<file path="config.mk">
export PLATFORM = sky130hd
export DESIGN_NAME = ioc_top
export DESIGN_NICKNAME = d
export VERILOG_FILES = /design/src/ioc_pkg.sv /design/src/ioc_top.sv
export SDC_FILE = /design/constraint.sdc
export NUM_CORES = 1
export LEC_CHECK = 0
export ABC_CLOCK_PERIOD_IN_PS = 3100
export BUFFER_PORTS_ARGS = -buffer_cell sky130_fd_sc_hd__buf_2
export CORE_ASPECT_RATIO = 0.75
export CORE_MARGIN = 5
export CORE_UTILIZATION = 51
export CTS_CLUSTER_SIZE = 25
export DETAILED_ROUTE_END_ITERATION = 7
export PLACE_DENSITY = 0.8
export SYNTH_ARGS = -nofsm -noshare
export SYNTH_HDL_FRONTEND = slang
export SYNTH_SLANG_ARGS = --single-unit
</file>
<file path="constraint.sdc">
create_clock -name hclk -period 3.1 [get_ports hclk]
set_input_delay 0.465 -clock hclk [delete_from_list [all_inputs] [get_ports hclk]]
set_output_delay 0.465 -clock hclk [all_outputs]
set_load 0.03 [all_outputs]
</file>
<file path="src/ioc_pkg.sv">
// Constants and types for the interrupt and option control register group
package ioc_pkg;

    // Register indexes; byte address is four times the index
    localparam logic [7:0] IDX_INTC = 8'h0B;
    localparam logic [7:0] IDX_INTC_ALT = 8'h8B;
    localparam logic [7:0] IDX_PIR = 8'h0C;
    localparam logic [7:0] IDX_OPT = 8'h81;
    localparam logic [7:0] IDX_PIE = 8'h8C;
    localparam logic [7:0] IDX_RSTC = 8'h8E;
    localparam logic [7:0] IDX_WPU = 8'h95;
    localparam logic [7:0] IDX_IOC = 8'h96;

    // Option register fields
    localparam int OPT_PU_DIS = 7;
    localparam int OPT_EDGE = 6;
    localparam int OPT_CS = 5;
    localparam int OPT_SE = 4;
    localparam int OPT_PS_WDT = 3;

    // Interrupt control fields
    localparam int INT_GLOBAL_EN = 7;
    localparam int INT_PERI_EN = 6;
    localparam int INT_TOVF_EN = 5;
    localparam int INT_PIN_EN = 4;
    localparam int INT_PORT_EN = 3;
    localparam int INT_TOVF_FLAG = 2;
    localparam int INT_PIN_FLAG = 1;
    localparam int INT_PORT_FLAG = 0;

    // Reset-cause fields
    localparam int RSTC_POWERON = 1;
    localparam int RSTC_BROWNOUT = 0;

    // Implemented bit masks
    localparam logic [7:0] PERI_MASK = 8'hC9;
    localparam logic [7:0] RSTC_MASK = 8'h03;
    localparam logic [5:0] WPU_MASK = 6'h37;

    // Reset values
    localparam logic [7:0] OPT_RST = 8'hFF;
    localparam logic [7:0] INTC_RST = 8'h00;
    localparam logic [7:0] PERI_RST = 8'h00;
    localparam logic [7:0] RSTC_RST = 8'h01;
    localparam logic [5:0] WPU_RST = 6'h37;
    localparam logic [5:0] IOC_RST = 6'h00;

    // Prescale ratios at code zero, and the undivided timer ratio
    localparam logic [8:0] TMR_DIV_BASE = 9'h002;
    localparam logic [7:0] WDT_DIV_BASE = 8'h01;
    localparam logic [8:0] TMR_DIV_ONE = 9'h001;

    // Bus constants
    localparam logic [1:0] HTRANS_NONSEQ = 2'h2;
    localparam logic [21:0] ADDR_HI_ZERO = 22'h000000;

    // Bus phase
    typedef enum logic {
        PH_IDLE = 1'b0,
        PH_DATA = 1'b1
    } ioc_phase_e;

endpackage : ioc_pkg

</file>
<file path="src/ioc_top.sv">
// Interrupt, option and reset-cause register group behind an AHB-Lite slave
//
// How it works
// [RL1] Pull-up disable bit set forces all pull-ups off, else per-pin setting.
// [RL2] Edge select picks rising (1) or falling (0) external pin edge.
// [RL3] Clock source bit picks external clock pin (1) or instruction tick (0).
// [RL4] Source edge bit: 1 counts falling, 0 counts rising external edges.
// [RL5] Prescaler goes to the watchdog when assign bit is 1, else to timer.
// [RL6] Rate code gives timer 1:2..1:256 or watchdog 1:1..1:128.
// [RL7] Flags set on their event regardless of the interrupt enable bits; port change still needs a per-pin enable.
// [RL8] Software should clear a flag before enabling its interrupt.
// [RL9] Global enable low blocks every interrupt request.
// [RL10] Peripheral enable low blocks all peripheral interrupts.
// [RL11] Timer rollover sets its flag; it stays until software clears.
// [RL12] Selected external pin edge sets its flag; only software clears.
// [RL13] Change on an enabled port pin sets the port change flag.
// [RL14] Core enables at bits 5..3; port change also needs per-pin enable.
// [RL15] Peripheral enables at bits 7,6,3,0; other bits read zero.
// [RL16] Peripheral flags at bits 7,6,3,0 set by events, cleared by software.
// [RL17] Power-on reset clears the power-on flag; software sets it again.
// [RL18] Brown-out clears the brown-out flag; software sets it again.
// [RL19] Upper six reset-cause bits always read zero.
// [RL20] Interrupt control register appears at two indexes, one storage.
// [RL21] Software assigns prescaler to watchdog for undivided timer rate.
// [RL22] Request needs global enable and an enabled core or peripheral flag.

`timescale 1ns/100ps
`default_nettype none

module ioc_top
    import ioc_pkg::*;
(
    // Clock and reset
    input wire logic hclk,
    input wire logic hresetn,
    // AHB-Lite slave
    input wire logic hsel,
    input wire logic [31:0] haddr,
    input wire logic [1:0] htrans,
    input wire logic hwrite,
    input wire logic [2:0] hsize,
    input wire logic [31:0] hwdata,
    input wire logic hready,
    output logic [31:0] hrdata,
    output logic hreadyout,
    output logic hresp,
    // Pins and event sources
    input wire logic ext_irq_pin,
    input wire logic ext_timer_clock_pin,
    input wire logic instr_cycle_tick,
    input wire logic [5:0] port_pins,
    input wire logic timer_overflow_pulse,
    input wire logic nv_write_done_pulse,
    input wire logic conversion_done_pulse,
    input wire logic comparator_change_pulse,
    input wire logic timer2nd_overflow_pulse,
    input wire logic brownout_event,
    // Control outputs
    output logic [5:0] pullup_en,
    output logic timer_count_pulse,
    output logic [8:0] timer_div_ratio,
    output logic [7:0] wdt_div_ratio,
    output logic irq_request
);

    ////////////////////////////////////////////////////////////////////
    // State
    ioc_phase_e ph_q, ph_d;
    logic wr_q, wr_d;
    logic [7:0] idx_q, idx_d;
    logic [31:0] hrdata_q, hrdata_d;
    logic hreadyout_q;
    logic [7:0] opt_q, opt_d;
    logic [7:0] intc_q, intc_d;
    logic [7:0] pie_q, pie_d;
    logic [7:0] pir_q, pir_d;
    logic [7:0] rstc_q, rstc_d;
    logic [5:0] wpu_q, wpu_d;
    logic [5:0] ioc_q, ioc_d;
    logic pin_prev_q;
    logic tclk_prev_q;
    logic [5:0] port_prev_q;
    logic smp_valid_q;
    logic [5:0] pullup_q, pullup_d;
    logic tcnt_q, tcnt_d;
    logic [8:0] tdiv_q, tdiv_d;
    logic [7:0] wdiv_q, wdiv_d;
    logic irq_q, irq_d;

    // Decode and event terms
    logic take;
    logic hit;
    logic wr_en;
    logic [7:0] wd;
    logic [7:0] aidx;
    logic ext_edge;
    logic tclk_edge;
    logic port_chg;
    logic [7:0] peri_evt;
    logic core_hit;
    logic peri_hit;

    ////////////////////////////////////////////////////////////////////
    // Event detection on sampled pins
    always_comb begin
        ext_edge = smp_valid_q && (opt_q[OPT_EDGE] ?
            (ext_irq_pin && !pin_prev_q) :
            (!ext_irq_pin && pin_prev_q)); // [RL2]
        tclk_edge = smp_valid_q && (opt_q[OPT_SE] ?
            (!ext_timer_clock_pin && tclk_prev_q) :
            (ext_timer_clock_pin && !tclk_prev_q)); // [RL4]
        port_chg = smp_valid_q &&
            (|((port_pins ^ port_prev_q) & ioc_q)); // [RL13] [RL14]
        peri_evt = {nv_write_done_pulse, conversion_done_pulse, 2'h0,
            comparator_change_pulse, 2'h0, timer2nd_overflow_pulse};
    end

    ////////////////////////////////////////////////////////////////////
    // Bus phase tracking and write strobe
    always_comb begin
        aidx = haddr[9:2];
        take = hsel && hready && (htrans == HTRANS_NONSEQ);
        hit = (haddr[31:10] == ADDR_HI_ZERO);
        ph_d = take ? PH_DATA : PH_IDLE;
        wr_d = take && hwrite && hit;
        idx_d = take ? aidx : idx_q;
        wr_en = (ph_q == PH_DATA) && wr_q;
        wd = hwdata[7:0];
    end

    ////////////////////////////////////////////////////////////////////
    // Register next values
    always_comb begin
        opt_d = opt_q;
        intc_d = intc_q;
        pie_d = pie_q;
        pir_d = pir_q;
        rstc_d = rstc_q;
        wpu_d = wpu_q;
        ioc_d = ioc_q;
        if (wr_en) begin
            case (idx_q)
                IDX_OPT: begin
                    opt_d = wd;
                end
                IDX_INTC, IDX_INTC_ALT: begin
                    intc_d = wd; // [RL20]
                end
                IDX_PIE: begin
                    pie_d = wd & PERI_MASK; // [RL15]
                end
                IDX_PIR: begin
                    pir_d = wd & PERI_MASK;
                end
                IDX_RSTC: begin
                    rstc_d = wd & RSTC_MASK; // [RL17] [RL18]
                end
                IDX_WPU: begin
                    wpu_d = wd[5:0] & WPU_MASK;
                end
                IDX_IOC: begin
                    ioc_d = wd[5:0];
                end
                default: begin
                    opt_d = opt_q;
                end
            endcase
        end
        // Hardware sets win over a software clear in the same cycle
        intc_d[INT_TOVF_FLAG] = intc_d[INT_TOVF_FLAG] | timer_overflow_pulse; // [RL7] [RL11]
        intc_d[INT_PIN_FLAG] = intc_d[INT_PIN_FLAG] | ext_edge; // [RL12]
        intc_d[INT_PORT_FLAG] = intc_d[INT_PORT_FLAG] | port_chg; // [RL13]
        pir_d = pir_d | (peri_evt & PERI_MASK); // [RL7] [RL16]
        // Brown-out clears its flag over any write
        if (brownout_event) begin
            rstc_d[RSTC_BROWNOUT] = 1'b0; // [RL18]
        end
    end

    ////////////////////////////////////////////////////////////////////
    // Output next values
    always_comb begin
        pullup_d = opt_d[OPT_PU_DIS] ? 6'h00 : wpu_d; // [RL1]
        tcnt_d = opt_q[OPT_CS] ? tclk_edge : instr_cycle_tick; // [RL3]
        tdiv_d = opt_d[OPT_PS_WDT] ? TMR_DIV_ONE :
            (TMR_DIV_BASE << opt_d[2:0]); // [RL5] [RL6]
        wdiv_d = opt_d[OPT_PS_WDT] ? (WDT_DIV_BASE << opt_d[2:0]) :
            WDT_DIV_BASE; // [RL5] [RL6]
        core_hit = |(intc_d[INT_TOVF_EN:INT_PORT_EN] &
            intc_d[INT_TOVF_FLAG:INT_PORT_FLAG]); // [RL14]
        peri_hit = intc_d[INT_PERI_EN] && (|(pie_d & pir_d)); // [RL10]
        irq_d = intc_d[INT_GLOBAL_EN] && (core_hit || peri_hit); // [RL9] [RL22]
    end

    ////////////////////////////////////////////////////////////////////
    // Read data, taken from next values so a write just done is seen
    always_comb begin
        hrdata_d = 32'h00000000;
        if (take && !hwrite && hit) begin
            case (aidx)
                IDX_OPT: begin
                    hrdata_d[7:0] = opt_d;
                end
                IDX_INTC, IDX_INTC_ALT: begin
                    hrdata_d[7:0] = intc_d; // [RL20]
                end
                IDX_PIE: begin
                    hrdata_d[7:0] = pie_d;
                end
                IDX_PIR: begin
                    hrdata_d[7:0] = pir_d;
                end
                IDX_RSTC: begin
                    hrdata_d[7:0] = rstc_d & RSTC_MASK; // [RL19]
                end
                IDX_WPU: begin
                    hrdata_d[5:0] = wpu_d;
                end
                IDX_IOC: begin
                    hrdata_d[5:0] = ioc_d;
                end
                default: begin
                    hrdata_d = 32'h00000000;
                end
            endcase
        end
    end

    ////////////////////////////////////////////////////////////////////
    // Registers; asynchronous reset counts as power-on reset
    always_ff @(posedge hclk or negedge hresetn) begin
        if (!hresetn) begin
            ph_q <= PH_IDLE;
            wr_q <= 1'b0;
            idx_q <= 8'h00;
            hrdata_q <= 32'h00000000;
            hreadyout_q <= 1'b1;
            opt_q <= OPT_RST;
            intc_q <= INTC_RST;
            pie_q <= PERI_RST;
            pir_q <= PERI_RST;
            rstc_q <= RSTC_RST; // [RL17]
            wpu_q <= WPU_RST;
            ioc_q <= IOC_RST;
            pin_prev_q <= 1'b0;
            tclk_prev_q <= 1'b0;
            port_prev_q <= 6'h00;
            smp_valid_q <= 1'b0;
            pullup_q <= 6'h00;
            tcnt_q <= 1'b0;
            tdiv_q <= TMR_DIV_ONE;
            wdiv_q <= WDT_DIV_BASE;
            irq_q <= 1'b0;
        end else begin
            ph_q <= ph_d;
            wr_q <= wr_d;
            idx_q <= idx_d;
            hrdata_q <= hrdata_d;
            hreadyout_q <= 1'b1;
            opt_q <= opt_d;
            intc_q <= intc_d;
            pie_q <= pie_d;
            pir_q <= pir_d;
            rstc_q <= rstc_d;
            wpu_q <= wpu_d;
            ioc_q <= ioc_d;
            pin_prev_q <= ext_irq_pin;
            tclk_prev_q <= ext_timer_clock_pin;
            port_prev_q <= port_pins;
            smp_valid_q <= 1'b1;
            pullup_q <= pullup_d;
            tcnt_q <= tcnt_d;
            tdiv_q <= tdiv_d;
            wdiv_q <= wdiv_d;
            irq_q <= irq_d;
        end
    end

    ////////////////////////////////////////////////////////////////////
    // Port drive
    assign hrdata = hrdata_q;
    assign hreadyout = hreadyout_q;
    assign hresp = 1'b0;
    assign pullup_en = pullup_q;
    assign timer_count_pulse = tcnt_q;
    assign timer_div_ratio = tdiv_q;
    assign wdt_div_ratio = wdiv_q;
    assign irq_request = irq_q;
endmodule : ioc_top

`default_nettype wire

</file>
# After elaboration in Yosys (flattened, before gate mapping)

Index checks and enable logic that the tools add are counted.

Equal/unequal tests: 17
Shifts and indexed selects: 2
Muxes and demuxes: 25
Bitwise gates (word level): 8
Reduce and logical (&&, ||, !) cells: 28

Operator list:

| operator            | count |
|---|---|
| $eq 8x8->1 const B  | 12 |
| $mux 8              | 10 |
| $pmux 6 s7          | 1 |
| $eq 8x4->1 const B  | 4 |
| $mux 6              | 5 |
| $logic_not 22->1    | 1 |
| $logic_and 1x1->1   | 16 |
| $mux 9              | 1 |
| $shl 2x3->9 const A | 1 |
| $and 8x8->8         | 1 |
| $or 8x8->8          | 1 |
| $pmux 2 s4          | 1 |
| $reduce_or 8->1     | 1 |
| $shl 1x3->8 const A | 1 |
| $and 6x6->6         | 1 |
| $reduce_or 6->1     | 1 |
| $xor 6x6->6         | 1 |
| $logic_not 1->1     | 5 |
| $mux 1              | 5 |
| $mux 2              | 2 |
| $reduce_or 2->1     | 2 |
| $and 3x3->3         | 1 |
| $or 1x1->1          | 3 |
| $reduce_or 3->1     | 1 |
| other kinds (2)     | 2 |

Register bits after elaboration: 122
Output and inout port bits: 59
Logic and storage cells: 100

# Longest topological paths before layout

Gate-level depths: netlist of run 1.

Depth after elaboration: 9
Gate-level depth with buffers: 8
Depth with buffers taken out: 6

# Worst setup path after synthesis of run 1

Ideal clock, no wire load.

Path type: reg-to-reg
Start point: reg idx_q[4]
End point: reg irq_q (netlist: irq_request)
Setup time: 0.132 ns
Data arrival time: 2.156 ns
Required time: 2.968 ns
Path slack: 0.812 ns
Cell stages (with the launch flop): 7
Path buffers: 0
Cell sequence: dfrtp_1 or4b_4 nor4_4 mux2i_1 o32ai_1 o41ai_1 a21oi_1

Word-level cells in the longest chain between the ends: 9
Elaborated cells between the ends (all ways): 22

RTL lines:

| what                                                 | line                           | RTL |
|---|---|---|
| from (decl)                                          | ioc_top.sv:70                  | `logic [7:0] idx_q, idx_d;` |
| from (signal assigned)                               | ioc_top.sv:257                 | `idx_q <= idx_d;` |
| $eq 8x4->1 or $eq 8x8->1 (tied branches)             | ioc_top.sv:142                 | `case (idx_q)` |
| $mux 8 or $reduce_or 2->1 (tied branches)            | ioc_top.sv:142                 |  |
| $mux 8, on equally long branches                     | ioc_top.sv:141, ioc_top.sv:142 |  |
| $or 8x8->8 or $mux 8 (tied branches)                 | ioc_top.sv:173, ioc_top.sv:141 |  |
| $and 8x8->8 (tied with other cells)                  | ioc_top.sv:191                 | `peri_hit = intc_d[INT_PERI_EN] && (\|(pie_d & pir_d));` |
| $reduce_or 8->1 or $and 3x3->3 (tied branches)       | ioc_top.sv:191, ioc_top.sv:189 |  |
| $logic_and 1x1->1 or $reduce_or 3->1 (tied branches) | ioc_top.sv:191, ioc_top.sv:189 |  |
| $logic_or 1x1->1                                     | ioc_top.sv:192                 | `irq_d = intc_d[INT_GLOBAL_EN] && (core_hit \|\| peri_hit);` |
| $logic_and 1x1->1 *                                  | ioc_top.sv:192                 |  |
| named net irq_d                                      | ioc_top.sv:88                  | `logic irq_q, irq_d;` |
| to (signal assigned)                                 | ioc_top.sv:275                 | `irq_q <= irq_d;` |
| to (decl)                                            | ioc_top.sv:88                  |  |

The timed path passes the listed nets; every way through them passes the cells marked *.
A chain may end at the register's enable or synchronous reset.

# Worst setup path after layout of run 1

Ends and elaborated chain as after synthesis.

==> results_dict.tcl, run 1 <==
set metrics [dict create \
    antenna_found_initial 0 \
    fin_worst_skew_ps 7.44 \
    synth_fa_ha_area_share_pct 0 \
    start_util_pct 52.6 \
    fin_crit_ps 2550 \
    synth_edf_count 0 \
    clk_path_buf_depth 2 \
    status "completed" \
    synth_top_family_by_area "simple AND/OR/NAND/NOR gates" \
    grt_max_degree 62 \
    clkTransAtPathRegs_ps 70 \
    place_inst 617 \
    start_kind "flop" \
    syn_avg_cell_area_um2 10.6 \
    dr.pass1.iters 5 \
    synthDistinctLibCells 56 \
    cts_root_buffer "clkbuf_16" \
    critical_path_class "flop to flop" \
    rsz0062_at_grt "false" \
    synth_common_cells "dfrtp_1, nand2_1, nor2_1, buf_4, inv_1" \
    leakagePower_nw 2.52 \
    placed_area_um2 4980 \
    die_h_um 91.1 \
    cts_tree "yes" \
    gp_congestion 0.922 \
    pwr-share-clk_pct 40.9 \
    finalCritPeriodShare_pct 82.1 \
    design_area_um2 5280 \
    core_um2 8490 \
    synth.area.top_cells "dfrtp_1, dfstp_2, buf_4, mux2_2, nand2_1" \
    area_delta_synth_final_pct 18.2 \
    row_count 29 \
    r2r_cells 6 \
    cts_resized 0 \
    power.switching_mw 0.731 \
    cts.sinks 97 \
    combPwrFrac_pct 9.0 \
    intPower_mw 1.95 \
    vias 3565 \
    arrival_ps 2810 \
    ctsHoldBuffers 0 \
    portBuffers 92 \
    insertion_delay_ps 350 \
    num-nets-final 609 \
    synth_area_um2 4470 \
    final_hold_viol_count 0 \
    maxSlewHeadroom_pct 50.0 \
    hold_ws_ps 176 \
    post_cts_buffers 0 \
    setup_viol 0 \
    antenna-diode-count 0 \
    yosysTopAreaCell "dfrtp_1" \
    drv_cap 0 \
    gr-total-overflow 0 \
    cts_made_buffers 9 \
    hp-class "input port to asynchronous set/reset pin" \
    ant_nets 0 \
    r2r-start "idx_q[4]" \
    synth.most_common_cell "dfrtp_1" \
    reg2reg_to "irq_request" \
    drcViolationCount 0 \
    synth_ff_type "dfrtp_1" \
    layout-drive-gt1-share_pct 29.3 \
    ios 148 \
    drt_iter0_markers 377 \
    seqPwrFrac_pct 50.0 \
    viasPerCell 5.63 \
    synth_mux_area_share_pct 6.33 \
    dieWidth_um 118 \
    p_total_mw 2.68 \
    synthArstFlopShare_pct 100 \
    htreeDepth 3 \
    p_sw_share_pct 27.2 \
    synth-simple-area-share_pct 19.1 \
    routedWlPerCell_um 18.0 \
    timing.setup.tns_ps 0 \
    first_global_vias 3453 \
    grt_pass1_wl_um 18300 \
    critical_path.max_fanout 6 \
    r2r_setup_slack_ps 550 \
    stdcell_count 633 \
    n_fill_cell 680 \
    irDropWorstVdd_mv 0.262 \
    crit_path_end_kind "flop" \
    synth_top_area_share_pct 45.9 \
    power_density_nw_per_um2 508 \
    die_area_um2 10800 \
    drt_wl_total_um 11400 \
    maxSlewViolCount 0 \
    ys_ff_latch 97 \
    post-dp-hpwl_um 8470 \
    synth_cells 420 \
    synthXorXnorAreaFrac_pct 1.18 \
    gr-usage-all-layers_pct 21.1 \
    fmax_mhz 393 \
    crit_required_ps 3360 \
    tightest_slew_ps 744 \
    synth-compound-area-share_pct 11.5 \
    yosysWarnings 0 \
    yosysSeqAreaShare_pct 54.7 \
]
-- power groups by stage --
stage | Sequential [mW] | Combinational [mW] | Clock, mW
6_report | 1.34 | 0.243 | 1.10
5_1_grt | 1.35 | 0.267 | 1.16
4_1_cts | 1.34 | 0.242 | 1.11
3_5_place_dp | 1.36 | 0.241 | 0
3_3_place_gp | 1.36 | 0.234 | 0
2_1_floorplan | 1.36 | 0.153 | 0
-- flip-flops by register name, indices dropped and copies added, names as in the netlist --
register / count
opt_q: 7
port_prev_q: 6
wpu_q: 6
ioc_q: 6
irq_request: 1
wdt_div_ratio: 8
pullup_en: 6
idx_q: 8
intc_q: 8
pin_prev_q: 1
wr_q: 1
pie_q: 8
smp_valid_q: 1
ph_q: 1
hrdata: 8
tclk_prev_q: 1
rstc_q: 2
timer_div_ratio: 9
timer_count_pulse: 1
pir_q: 8
-- routing by layer --
layer	GRT usage (%)	wire, um	up-vias
met3	5.16	1070	25
li1	-	-	1645
met1	30.0	4660	1702
met2	32.8	5470	193
met4	5.54	207	0
met5	0	0	-
-- worst max path at each step --
stage / from / endpoint / cells past startpoint
6_report: idx_q[4] / irq_request / 6
5_1_grt: idx_q[4] / irq_request / 6
4_1_cts: idx_q[4] / irq_request / 6
3_5_place_dp: idx_q[4] / irq_request / 6
3_3_place_gp: idx_q[4] / irq_request / 6
2_1_floorplan: idx_q[4] / irq_request / 6
-- cells by family after synthesis --
kind of cell,Yosys count
XOR/XNOR,6
multiplexers,26
flip-flops,97
AND/OR/NAND/NOR,159
AO/OA/AOI/OAI,74
other,2
buffers and inverters,56
-- layout make-up --
cell class,count,area (um2),share of cell area (%)
repair buffers,100,523,9.90
clock inverters,7,73.8,1.40
inverters,20,75.1,1.42
flip-flops and latches,97,2450,46.3
multi-input cells,292,1800,34.1
well taps,108,135,2.56
clock buffers,9,225,4.26
-- placed cells by master, fill, tap and decap left out, types with 6 or more instances in the layout --
master	Yosys	routed
dfrtp_1	82	82
nor4_1	6	6
nand3b_1	6	6
nand3_1	6	6
nand2_1	44	44
nor2b_1	8	8
o21ai_0	17	17
a22oi_1	15	15
buf_4	27	9
nor2_1	40	40
clkbuf_16	0	9
dfstp_2	15	15
buf_2	2	91
xor2_1	6	6
mux2_2	17	17
inv_1	20	20
mux2i_1	8	8
a31oi_1	14	14
nor3_1	9	9
conb_1	2	27
-- worst max-delay path: stages (launching register included) --
cell and delay [ps]:
dfrtp_1 440, or4b_4 590, nor4_1 590, nor3_1 140
o32ai_1 380, o41ai_1 140, a21oi_1 180
-- metrics by stage --
stage | utilization, % | setup WS (ps)
finish | 62.2 | 553
global route | 62.2 | 417
CTS | 62.2 | 601
detailed placement | 58.7 | 628
global placement | 58.7 | 664
floorplan | - | 812
Power figures use the tool's default switching activity.
==> run 2: changes to the inputs <==
- ABC_CLOCK_PERIOD_IN_PS: 3100 -> 2300
- CORE_UTILIZATION: 51 -> 46
- PLACE_DENSITY: 0.8 -> 0.76
- clock period: 3.1 -> 2.3 ns (I/O delays scaled with it)
==> run 2 against run 1 <==
The flow now finishes with violations (negative setup slack). Routed wire length grew 3.4%. Hold slack lost 51 ps. Setup slack lost 630 ps. Critical endpoint unchanged. Largest cell class unchanged.
==> results_dict.tcl, run 2 (synthesis gave the netlist of run 1 again) <==
set metrics [dict create \
    status "complete, but fails checks" \
    violations "negative setup slack" \
    final_util_pct 59.4 \
    met3_length_um 931 \
    drt_iter0_markers 254 \
    layout-drive-gt1-share_pct 35.6 \
    ant_nets 0 \
    insertion_delay_ps 350 \
    cts.sinks 97 \
    fin_worst_skew_ps 8.84 \
    setup_viol 1 \
    start_util_pct 46.7 \
    post-dp-hpwl_um 8790 \
    dr.pass1.iters 5 \
    critical_path_class "flop to flop" \
    multi_input_area_um2 1880 \
    num-nets-final 643 \
    seq_area_um2 2450 \
    n_fill_cell 839 \
    grt_pass1_wl_um 18200 \
    core_um2 9580 \
    htreeDepth 3 \
    area_delta_synth_final_pct 27.4 \
    place_inst 669 \
    slowest_delay_ps 580 \
    crit_required_ps 2500 \
    crit_path_end_kind "flop" \
    first_global_vias 3540 \
    viasPerCell 5.36 \
    final_cell_mix "buf_2, dfrtp_1, nand2_1, nor2_1, buf_4" \
    final_common_cell "buf_2" \
    leakagePower_nw 2.73 \
    r2r-start "idx_q[4]" \
    row_count 31 \
    fin_crit_ps 2380 \
    grt_max_degree 41 \
    startpoint "idx_q[4]" \
    finalCritPeriodShare_pct 104 \
    cts_root_buffer "clkbuf_16" \
    die_area_um2 11800 \
    cts_tree "yes" \
    placed_area_um2 5250 \
    hold_start "port_pins[4]" \
    final_hold_viol_count 0 \
    highest_layer "met4" \
    cts_made_buffers 9 \
    design_area_um2 5690 \
    arrival_ps 2590 \
    power_density_nw_per_um2 660 \
    clk_path_buf_depth 2 \
    stdcell_count 691 \
    dieWidth_um 124 \
    gp_congestion 0.900 \
    hp-class "input port to flop" \
    antenna_found_initial 0 \
    antenna-diode-count 0 \
    ios 148 \
    die_h_um 95.4 \
    irDropWorstVdd_mv 0.435 \
    rsz0062_at_grt "true" \
    drv_cap 0 \
    critical_path.max_fanout 3 \
    drcViolationCount 0 \
    wl_met2_um 5470 \
    gr-total-overflow 0 \
    clkTransAtPathRegs_ps 70 \
    crit_slowest_cell "or4b_4" \
    largest_reg_flops 9 \
    maxSlewViolCount 0 \
    worstPathCellList "or4b_4 -> or3_4 -> a211o_1 -> and2_0 -> o41ai_2 -> a21oi_1" \
    routedWlPerCell_um 17.1 \
    vias 3702 \
    fin_ws_ps -81.3 \
    drt_wl_total_um 11800 \
    m1WireLength_um 5180 \
    portBuffers 92 \
    gr-usage-all-layers_pct 20.3 \
    fmax_mhz 420 \
    start_kind "flop" \
]
## run 2: path summary, 6_finish.rpt
check | end | cells after the start | slack, ps
hold reg to reg | pullup_en[3] | 2 | 520
setup / recovery | irq_request | 6 | -80
hold / removal | port_prev_q[4] | 1 | 130
setup reg to reg | irq_request | 6 | -80
min in group asynchronous | hrdata[6] | 2 | 510
max in group asynchronous | timer_div_ratio[0] | 3 | 1060
## run 2: through the flow
step	power [mW]	setup slack [ps]	hold WS [ps]	setup TNS [ps]
6_report	3.75	-81.3	125	-81.3
5_1_grt	3.91	-107	115	-143
2_1_floorplan	2.04	12.3	49.4	0
3_5_place_dp	2.20	-55.7	349	-200
3_3_place_gp	2.20	-28.2	351	-28.2
4_1_cts	3.77	-85.3	120	-247
## run 2: layout make-up
type	instances	area share, %
clock buffer	9	3.96
clock inverter	7	1.63
inverter	20	1.32
multi-input combinational	292	33.0
sequential	97	43.0
tap	132	2.90
timing repair buffer	134	14.2
## run 2: metal layers
layer,vias to the layer above,GRT usage (%)
li1,1711,-
met1,1818,28.5
met2,156,31.7
met3,17,4.51
met4,0,5.99
met5,-,0
## run 2: worst max-delay path, delay by kind of cell (launching register included)
kind / cells / cell delay (ps)
flip-flops: 1 / 380
AND/OR/NAND/NOR: 3 / 1110
AO/OA/AOI/OAI: 3 / 750
## run 2: timing repair
item,CTS,global route
buffers inserted,0,5
pin swaps,2,5
setup endpoints to repair,7,14
hold buffers,1,0
resized for setup,3,11
hold endpoints to repair,32,0
## run 2: report_power, final
| part | total [mW] | internal, mW | switching (mW) |
|---|---|---|---|
| clock network | 1.56 | 0.873 | 0.686 |
| registers | 1.79 | 1.76 | 0.0347 |
| logic | 0.401 | 0.150 | 0.251 |
